$ cat src/spwa_pkg.sv
// Shared constants for the shared prescaler and watchdog block
`default_nettype none
package spwa_pkg;
  // Register byte offsets
  localparam logic [7:0] ADDR_OPTION = 8'h00;
  localparam logic [7:0] ADDR_TIMER = 8'h04;
  localparam logic [7:0] ADDR_WDCLEAR = 8'h08;
  localparam logic [7:0] ADDR_STATUS = 8'h0c;
  // Option register fields
  localparam int OPT_CLK_SEL_BIT = 5;
  localparam int OPT_EDGE_BIT = 4;
  localparam int OPT_ASSIGN_BIT = 3;
  localparam int OPT_RATE_LSB = 0;
  localparam int OPT_RATE_W = 3;
  localparam logic [7:0] OPTION_RESET = 8'hff;
  localparam logic [7:0] TIMER_RESET = 8'h00;
  // Status register fields
  localparam int ST_WDT_TO_BIT = 0;
  localparam int ST_TMR_OVF_BIT = 1;
  localparam int ST_PIN_BIT = 2;
  localparam int ST_ASSIGN_BIT = 3;
  // Cycle counts of the dividers and width of the prescaler rate field
  localparam int INSTR_DIV_DEFAULT = 4;
  localparam int WDT_BASE_DEFAULT = 65536;
  localparam int RATE_LOG2_W = 4;
endpackage
`default_nettype wire

$ cat src/spwa_psc_if.sv
// Signals between the top logic and the shared prescaler
`default_nettype none
interface spwa_psc_if;
  logic tick;
  logic clear;
  logic [spwa_pkg::RATE_LOG2_W-1:0] rate_log2;
  logic done;
  modport owner (output tick, output clear, output rate_log2, input done);
  modport presc (input tick, input clear, input rate_log2, output done);
endinterface
`default_nettype wire

$ cat src/spwa_prescaler.sv
// Shared power-of-two prescaler counter
`default_nettype none
module spwa_prescaler #(
  parameter int WIDTH = 8
) (
  input wire logic clk_in,
  input wire logic rstn_in,
  spwa_psc_if.presc psc
);
  logic [WIDTH-1:0] count;
  logic [WIDTH-1:0] next_count;
  wire [WIDTH-1:0] mask;
  wire at_end;

  initial begin
    if (WIDTH < 1 || WIDTH > 15) begin
      $error("spwa_prescaler: WIDTH out of range");
    end
  end

  // Mask of the low bits that must all be set before an output pulse
  assign mask = WIDTH'(({{WIDTH{1'b0}}, 1'b1} << psc.rate_log2) - 1'b1);
  assign at_end = (count & mask) == mask;
  assign psc.done = psc.tick & at_end;

  always_comb begin
    next_count = count;
    if (psc.clear) begin
      next_count = '0;
    end else if (psc.tick) begin
      next_count = at_end ? '0 : WIDTH'(count + 1'b1);
    end
  end

  always_ff @(posedge clk_in or negedge rstn_in) begin
    if (!rstn_in) begin
      count <= '0;
    end else begin
      count <= next_count;
    end
  end
endmodule
`default_nettype wire

$ cat src/spwa_watchdog_top.sv
// Timer and watchdog sharing one prescaler, with an APB register slave
//
// Overview of operation
// Reset assigns prescaler to the watchdog
// External pin edges clock prescaler for timer
// Reset selects the external pin clock source
// Edge select set counts falling, clear rising
// Affected parts: reassignment adds one prescaler pulse
// That pulse at rate 1:1 gives time-out
// Software deselects pin clock before reassigning
// Or software sets edge opposite pin level
// Or software clears watchdog at non-1:1 rate
// Watchdog clear resets counter and prescaler; code clears the prescaler only while it is assigned to the watchdog
`default_nettype none
module spwa_watchdog_top #(
  parameter int WDT_BASE_CYCLES = spwa_pkg::WDT_BASE_DEFAULT,
  parameter int INSTR_DIV = spwa_pkg::INSTR_DIV_DEFAULT,
  parameter bit AFFECTED_REV = 1'b1,
  parameter int PSC_WIDTH = 8
) (
  input wire logic clk_in,
  input wire logic rstn_in,
  input wire logic psel_in,
  input wire logic penable_in,
  input wire logic pwrite_in,
  input wire logic [7:0] paddr_in,
  input wire logic [31:0] pwdata_in,
  output logic [31:0] prdata_out,
  output logic pready_out,
  output logic pslverr_out,
  input wire logic ext_timer_clk_pin_in,
  input wire logic wdt_enable_in,
  output logic wdt_reset_out
);
  localparam int IW = (INSTR_DIV > 2) ? $clog2(INSTR_DIV) : 1;
  localparam int WW = (WDT_BASE_CYCLES > 2) ? $clog2(WDT_BASE_CYCLES) : 1;
  localparam logic [IW-1:0] INSTR_LAST = IW'(INSTR_DIV - 1);
  localparam logic [WW-1:0] WDT_LAST = WW'(WDT_BASE_CYCLES - 1);

  initial begin
    if (INSTR_DIV < 2) begin
      $error("spwa_watchdog_top: INSTR_DIV must be at least 2");
    end
    if (WDT_BASE_CYCLES < 2) begin
      $error("spwa_watchdog_top: WDT_BASE_CYCLES must be at least 2");
    end
    if (PSC_WIDTH < 8) begin
      $error("spwa_watchdog_top: PSC_WIDTH must reach rate 1:256");
    end
  end

  logic [7:0] option;
  logic [7:0] timer;
  logic wdt_to_flag;
  logic tmr_ovf_flag;
  logic [2:0] pin_sync;
  logic [1:0] en_sync;
  logic assign_q;
  logic [IW-1:0] instr_cnt;
  logic [WW-1:0] wdt_cnt;

  spwa_psc_if psc_bus ();

  spwa_prescaler #(
    .WIDTH(PSC_WIDTH)
  ) u_prescaler (
    .clk_in(clk_in),
    .rstn_in(rstn_in),
    .psc(psc_bus)
  );

  // Option fields
  wire clk_sel_pin = option[spwa_pkg::OPT_CLK_SEL_BIT];
  wire edge_falling = option[spwa_pkg::OPT_EDGE_BIT];
  wire to_watchdog = option[spwa_pkg::OPT_ASSIGN_BIT];
  wire [2:0] rate_sel =
    option[spwa_pkg::OPT_RATE_LSB +: spwa_pkg::OPT_RATE_W];

  // APB decode
  wire apb_setup = psel_in & ~penable_in;
  wire apb_access = psel_in & penable_in;
  wire apb_wr = apb_access & pwrite_in;
  wire hit_option = paddr_in == spwa_pkg::ADDR_OPTION;
  wire hit_timer = paddr_in == spwa_pkg::ADDR_TIMER;
  wire hit_wdclear = paddr_in == spwa_pkg::ADDR_WDCLEAR;
  wire hit_status = paddr_in == spwa_pkg::ADDR_STATUS;
  wire hit_any = hit_option | hit_timer | hit_wdclear | hit_status;
  wire wr_option = apb_wr & hit_option;
  wire wr_timer = apb_wr & hit_timer;
  wire wr_status = apb_wr & hit_status;
  wire watchdog_clear_instr = apb_wr & hit_wdclear;

  assign pready_out = 1'b1;
  assign pslverr_out = apb_access & ~hit_any;

  // Synchronised pin level and its previous sample
  wire pin_level = pin_sync[1];
  wire pin_prev = pin_sync[2];
  wire wdt_enabled = en_sync[1];
  wire pin_rise = pin_level & ~pin_prev;
  wire pin_fall = ~pin_level & pin_prev;

  // Selected pin edge
  wire pin_edge = edge_falling ? pin_fall : pin_rise;

  wire instr_tick = instr_cnt == INSTR_LAST;
  wire wdt_base_tick = wdt_cnt == WDT_LAST;

  // Timer source is pin edges or instruction ticks
  wire timer_src = clk_sel_pin ? pin_edge : instr_tick;

  // Spurious pulse on return to the watchdog at the idle level
  wire reassign_glitch = AFFECTED_REV & to_watchdog & ~assign_q &
    clk_sel_pin & (pin_level == edge_falling);

  assign psc_bus.tick = to_watchdog ?
    (wdt_base_tick | reassign_glitch) : timer_src;
  // Clear reaches the prescaler only while it serves the watchdog
  assign psc_bus.clear = to_watchdog ? watchdog_clear_instr : wr_timer;
  assign psc_bus.rate_log2 = to_watchdog ?
    {1'b0, rate_sel} : 4'(rate_sel + 4'h1);

  wire timer_tick = to_watchdog ? timer_src : psc_bus.done;
  wire timer_wrap = timer_tick & (timer == 8'hff);

  // Prescaler output at 1:1 passes the glitch straight to time-out
  wire wdt_timeout = wdt_enabled &
    (to_watchdog ? psc_bus.done : wdt_base_tick);

  wire [7:0] status_byte = {4'h0, to_watchdog, pin_level,
    tmr_ovf_flag, wdt_to_flag};
  wire [31:0] rd_mux =
    hit_option ? {24'h00_0000, option} :
    hit_timer ? {24'h00_0000, timer} :
    hit_status ? {24'h00_0000, status_byte} : 32'h0000_0000;

  wire wdt_to_clr = wr_status & pwdata_in[spwa_pkg::ST_WDT_TO_BIT];
  wire tmr_ovf_clr = wr_status & pwdata_in[spwa_pkg::ST_TMR_OVF_BIT];

  always_ff @(posedge clk_in or negedge rstn_in) begin
    if (!rstn_in) begin
      pin_sync <= 3'h0;
      en_sync <= 2'h0;
    end else begin
      pin_sync <= {pin_sync[1:0], ext_timer_clk_pin_in};
      en_sync <= {en_sync[0], wdt_enable_in};
    end
  end

  // Option resets with pin source and watchdog assignment
  always_ff @(posedge clk_in or negedge rstn_in) begin
    if (!rstn_in) begin
      option <= spwa_pkg::OPTION_RESET;
      assign_q <= 1'b1;
    end else begin
      assign_q <= to_watchdog;
      if (wr_option) begin
        option <= pwdata_in[7:0];
      end
    end
  end

  always_ff @(posedge clk_in or negedge rstn_in) begin
    if (!rstn_in) begin
      instr_cnt <= '0;
    end else begin
      instr_cnt <= instr_tick ? '0 : IW'(instr_cnt + 1'b1);
    end
  end

  // Watchdog clear restarts the base counter
  always_ff @(posedge clk_in or negedge rstn_in) begin
    if (!rstn_in) begin
      wdt_cnt <= '0;
    end else if (watchdog_clear_instr || !wdt_enabled || wdt_base_tick) begin
      wdt_cnt <= '0;
    end else begin
      wdt_cnt <= WW'(wdt_cnt + 1'b1);
    end
  end

  always_ff @(posedge clk_in or negedge rstn_in) begin
    if (!rstn_in) begin
      timer <= spwa_pkg::TIMER_RESET;
    end else if (wr_timer) begin
      timer <= pwdata_in[7:0];
    end else if (timer_tick) begin
      timer <= 8'(timer + 8'h01);
    end
  end

  // Flags: a new event wins over a clear in the same cycle
  always_ff @(posedge clk_in or negedge rstn_in) begin
    if (!rstn_in) begin
      wdt_to_flag <= 1'b0;
      tmr_ovf_flag <= 1'b0;
      wdt_reset_out <= 1'b0;
    end else begin
      wdt_to_flag <= (wdt_to_flag & ~wdt_to_clr) | wdt_timeout;
      tmr_ovf_flag <= (tmr_ovf_flag & ~tmr_ovf_clr) | timer_wrap;
      wdt_reset_out <= wdt_timeout;
    end
  end

  always_ff @(posedge clk_in or negedge rstn_in) begin
    if (!rstn_in) begin
      prdata_out <= 32'h0000_0000;
    end else if (apb_setup) begin
      prdata_out <= rd_mux;
    end
  end
endmodule
`default_nettype wire

$ cat config.mk
export PLATFORM = sky130hd
export DESIGN_NAME = spwa_watchdog_top
export DESIGN_NICKNAME = d
export VERILOG_FILES = /design/src/spwa_pkg.sv /design/src/spwa_psc_if.sv /design/src/spwa_prescaler.sv /design/src/spwa_watchdog_top.sv
export SDC_FILE = /design/constraint.sdc
export NUM_CORES = 1
export LEC_CHECK = 0
export BUFFER_PORTS_ARGS = -buffer_cell sky130_fd_sc_hd__buf_2
export CORE_MARGIN = 4
export CORE_UTILIZATION = 55
export CTS_CLUSTER_DIAMETER = 40
export DETAILED_ROUTE_END_ITERATION = 7
export PLACE_DENSITY = 0.89
export REMOVE_ABC_BUFFERS = 1
export SLEW_MARGIN = 20
export SYNTH_ARGS = -nofsm -noshare
export SYNTH_HDL_FRONTEND = slang
export SYNTH_HIERARCHICAL = 1
export SYNTH_SLANG_ARGS = --single-unit
$ cat constraint.sdc
create_clock -name clk_in -period 11.8 [get_ports clk_in]
set_clock_uncertainty 0.1 [all_clocks]
set_input_delay 2.36 -clock clk_in [delete_from_list [all_inputs] [get_ports clk_in]]
set_output_delay 2.36 -clock clk_in [all_outputs]
set_load 0.02 [all_outputs]
==> impl_metrics.env <==
export IMPL_synth_edff_count=0
export IMPL_run_status="finished clean"
export IMPL_fillCellCount=477
export IMPL_number_of_buffers_created_by_cts=9
export IMPL_fraction_of_the_yosys_area_taken_by_sequential_cells=0.440
export IMPL_synth_compound_area_frac=0.132
export IMPL_yosysWarnings=6
export IMPL_r2r_cells=13
export IMPL_rsz0062_at_grt="false"
export IMPL_cts_resized_gates=0
export IMPL_power_per_cell_area_nw_per_um2=139
export IMPL_criticalPathCategory="primary input to output port"
export IMPL_power_ir_vdd_worst_uv=75.4
export IMPL_diodes=0
export IMPL_arrival_ns=3.34
export IMPL_combPwrFrac=0.173
export IMPL_final_layout_setup_total_negative_slack_ns=0
export IMPL_worst_setup_path_start_kind="primary input"
export IMPL_synthesis_area_sq_um=3380
export IMPL_synth_seq_cells=59
export IMPL_placementRows=28
export IMPL_largest_family_of_logic_cells_by_synthesized_area="simple AND/OR/NAND/NOR gates"
export IMPL_flow_area_growth_from_synthesis_pct=9.22
export IMPL_clock_power_share=0.356
export IMPL_placed_cells=432
export IMPL_die_ar_sq_um=7460
export IMPL_swShare=0.304
export IMPL_clk_insertion_delay_late_ns=0.34
export IMPL_critical_path_required_ns=9.34
export IMPL_post_cts_hold_buffer_count=0
export IMPL_synth_adder_area_share=0.0222
export IMPL_slew_limit_headroom=0.515
export IMPL_layout_cell_area_non_filler_sq_um=3690
export IMPL_p_int_uw=357
export IMPL_clock_tree_from_tritoncts="done"
export IMPL_number_of_maximum_capacitance_violations=0
export IMPL_critical_path_reg2reg_endpoint="timer[4]"
export IMPL_boundaryPins=82
export IMPL_initial_core_util=0.568
export IMPL_holdCritStartpoint="pin_sync[0]"
export IMPL_pin_count_of_the_biggest_net_entering_global_routing=60
export IMPL_static_leakage_power_uw=0.00163
export IMPL_grt_ovfl_total=0
export IMPL_syn_instance_count=334
export IMPL_grt_usage=0.190
export IMPL_hold_violations=0
export IMPL_post_route_min_period_ns=5.80
export IMPL_layout_cells_most_common="sky130_fd_sc_hd__dfrtp_1"
export IMPL_most_common_layout_cells="50 x sky130_fd_sc_hd__dfrtp_1, 47 x sky130_fd_sc_hd__nor2_1, 32 x sky130_fd_sc_hd__buf_2, 25 x sky130_fd_sc_hd__conb_1"
export IMPL_die_y_microns=86.4
export IMPL_post_layout_total_power_uw=513
export IMPL_timing_critical_path_mode_cell="sky130_fd_sc_hd__buf_2"
export IMPL_clock_fmax_ghz=0.172
export IMPL_p_sw_uw=156
export IMPL_path_clk_slew_ns=0.07
export IMPL_r2r_setup_slack_ns=7.79
export IMPL_synth_top_cells_by_area="sky130_fd_sc_hd__dfrtp_1 37%, sky130_fd_sc_hd__dfstp_2 7.0%, sky130_fd_sc_hd__buf_4 5.6%"
export IMPL_placedInstanceArea_sq_um=3500
export IMPL_routedWlPerCell_microns=15.1
export IMPL_synth_distinct_cells=61
export IMPL_vias=2513
export IMPL_gp_congestion=0.862
export IMPL_dominantRegCellSynth="sky130_fd_sc_hd__dfrtp_1"
export IMPL_clock_tree_buffer_depth=2
export IMPL_post_synth_xor_area_fraction=0.0648
export IMPL_r2r_start="option[0]"
export IMPL_dpl_hpwl_microns=4840
export IMPL_synth_mux_area_fraction=0.0459
export IMPL_numClockSinks=59
export IMPL_numPortBuffers=32
export IMPL_route_antenna_remaining_nets=0
export IMPL_first_pass_grt_wire_length_microns=10900
export IMPL_timing_final_setup_violations=0
export IMPL_firstDrtPassIters=6
export IMPL_critical_path_cell_by_cell="buf_2 -> nor4_4 -> nand2_2 -> and3_1 -> buf_2"
export IMPL_path_max_fanout=4
export IMPL_end_kind="output port"
export IMPL_synth_simple_gate_area_share=0.215
export IMPL_hold_path_class="register to register"
export IMPL_sequentialPowerShare=0.470
export IMPL_critPathMaxStageDelay_ns=0.34
export IMPL_final_critical_path_share_of_the_clock_period=0.491
export IMPL_via_per_inst=5.61
export IMPL_fp_dieW_microns=86.4
export IMPL_slew_violations=0
export IMPL_grt_antenna_before_repair=0
export IMPL_finalNonFillerCells=448
export IMPL_remaining_drcs=0
export IMPL_fin_nets=421
export IMPL_cts_root_buf="sky130_fd_sc_hd__clkbuf_8"
export IMPL_placeable_core_region_sq_um=5960
export IMPL_cts_max_level=3
export IMPL_min_path_cells=0
export IMPL_synthDominantAreaCellType="sky130_fd_sc_hd__dfrtp_1"
export IMPL_cts_repair_timing_setup_buffer_count=0
export IMPL_post_synth_cell_area_avg_sq_um=10.1
export IMPL_layout_drive_gt1_share=0.233
export IMPL_hold_end="pin_sync[1]"
export IMPL_finalWirelength_microns=6780
export IMPL_synth_async_reset_ratio=1.00
export IMPL_worst_slew_pin_transition_ns=0.728
export IMPL_slowest_stage="sky130_fd_sc_hd__nor4_4"
export IMPL_first_global_vias=2322
export IMPL_synth_top_area_frac=0.370
export IMPL_drt_first_iter_violations=139
## logic make-up after synthesis
family	count (synthesis)
buffers and inverters	40
AND/OR/NAND/NOR	128
adder cells (fa/ha/maj)	6
XOR/XNOR	25
AO/OA/AOI/OAI	60
flip-flops	59
other	2
multiplexers	14
## metal layers
| metal | GRT usage | wire [microns] | vias to the layer above |
|---|---|---|---|
| li1 | - | - | 1212 |
| met1 | 0.244 | 2920 | 1202 |
| met2 | 0.303 | 3310 | 84 |
| met3 | 0.0371 | 377 | 15 |
| met4 | 0.105 | 173 | 0 |
| met5 | 0 | 0 | - |
## sequential cells by signal, summed over array words and instances (netlist names)
name	cells
assign_q	1
wdt_to_flag	1
tmr_ovf_flag	1
timer	8
option	8
wdt_cnt	16
en_sync	2
pin_sync	3
prdata_out	8
u_prescaler/count	8
instr_cnt	2
wdt_reset_out	1
## power groups by stage
stage	registers (uW)	clock network [uW]	logic (uW)
after CTS	240	188	89.3
final	241	183	88.9
after global placement	242	0	85.5
after global routing	244	196	99.0
after floorplan	240	0	63.4
after detailed placement	244	0	88.5
## cells in the mapped netlist, types with 3 or more instances
cell type / count
sky130_fd_sc_hd__a2111oi_2: 3
sky130_fd_sc_hd__a21oi_1: 12
sky130_fd_sc_hd__a221oi_1: 4
sky130_fd_sc_hd__a22oi_1: 4
sky130_fd_sc_hd__and2_1: 3
sky130_fd_sc_hd__and2b_1: 3
sky130_fd_sc_hd__and3_1: 8
sky130_fd_sc_hd__buf_4: 25
sky130_fd_sc_hd__clkbuf_1: 4
sky130_fd_sc_hd__dfrtp_1: 50
sky130_fd_sc_hd__dfstp_2: 9
sky130_fd_sc_hd__ha_1: 6
sky130_fd_sc_hd__inv_1: 6
sky130_fd_sc_hd__mux2_2: 12
sky130_fd_sc_hd__nand2_1: 14
sky130_fd_sc_hd__nand2b_1: 5
sky130_fd_sc_hd__nand3_1: 15
sky130_fd_sc_hd__nand3b_1: 3
sky130_fd_sc_hd__nand4_1: 7
sky130_fd_sc_hd__nor2_1: 47
sky130_fd_sc_hd__nor3_1: 3
sky130_fd_sc_hd__o2111ai_1: 3
sky130_fd_sc_hd__o211ai_1: 4
sky130_fd_sc_hd__o21ai_0: 14
sky130_fd_sc_hd__xnor2_1: 10
sky130_fd_sc_hd__xor2_1: 15
## area by class of cell
| class | count | area [sq um] | area share |
|---|---|---|---|
| clock inverter | 5 | 52.6 | 0.0142 |
| tap | 75 | 93.8 | 0.0254 |
| multi-input combinational | 258 | 1720 | 0.466 |
| sequential | 59 | 1490 | 0.403 |
| clock buffer | 11 | 141 | 0.0383 |
| inverter | 6 | 22.5 | 0.00610 |
| timing repair buffer | 34 | 175 | 0.0474 |
## critical path: cells and delay by family
family | cells | cell delay [ns]
AND/OR/NAND/NOR | 3 | 0.71
buffers and inverters | 2 | 0.26
## worst max-delay path by stage
| stage | start | end | slack (ns) | cells after the start |
|---|---|---|---|---|
| floorplan | paddr_in[1] | pslverr_out | 6.29 | 3 |
| global placement | paddr_in[1] | pslverr_out | 6.04 | 5 |
| detailed placement | paddr_in[1] | pslverr_out | 5.99 | 5 |
| CTS | paddr_in[1] | pslverr_out | 5.99 | 5 |
| global route | paddr_in[1] | pslverr_out | 5.93 | 5 |
| finish | paddr_in[1] | pslverr_out | 6.00 | 5 |
## through the flow
| step | hold slack [ns] | setup WS [ns] | util |
|---|---|---|---|
| 2_1_floorplan | 0.231 | 6.29 | - |
| 3_3_place_gp | 0.233 | 6.04 | 0.587 |
| 3_5_place_dp | 0.235 | 5.99 | 0.587 |
| 4_1_cts | 0.250 | 5.99 | 0.620 |
| 5_1_grt | 0.255 | 5.93 | 0.620 |
| 6_report | 0.249 | 6.00 | 0.620 |
Note: power is estimated with default switching activity, not from simulation.
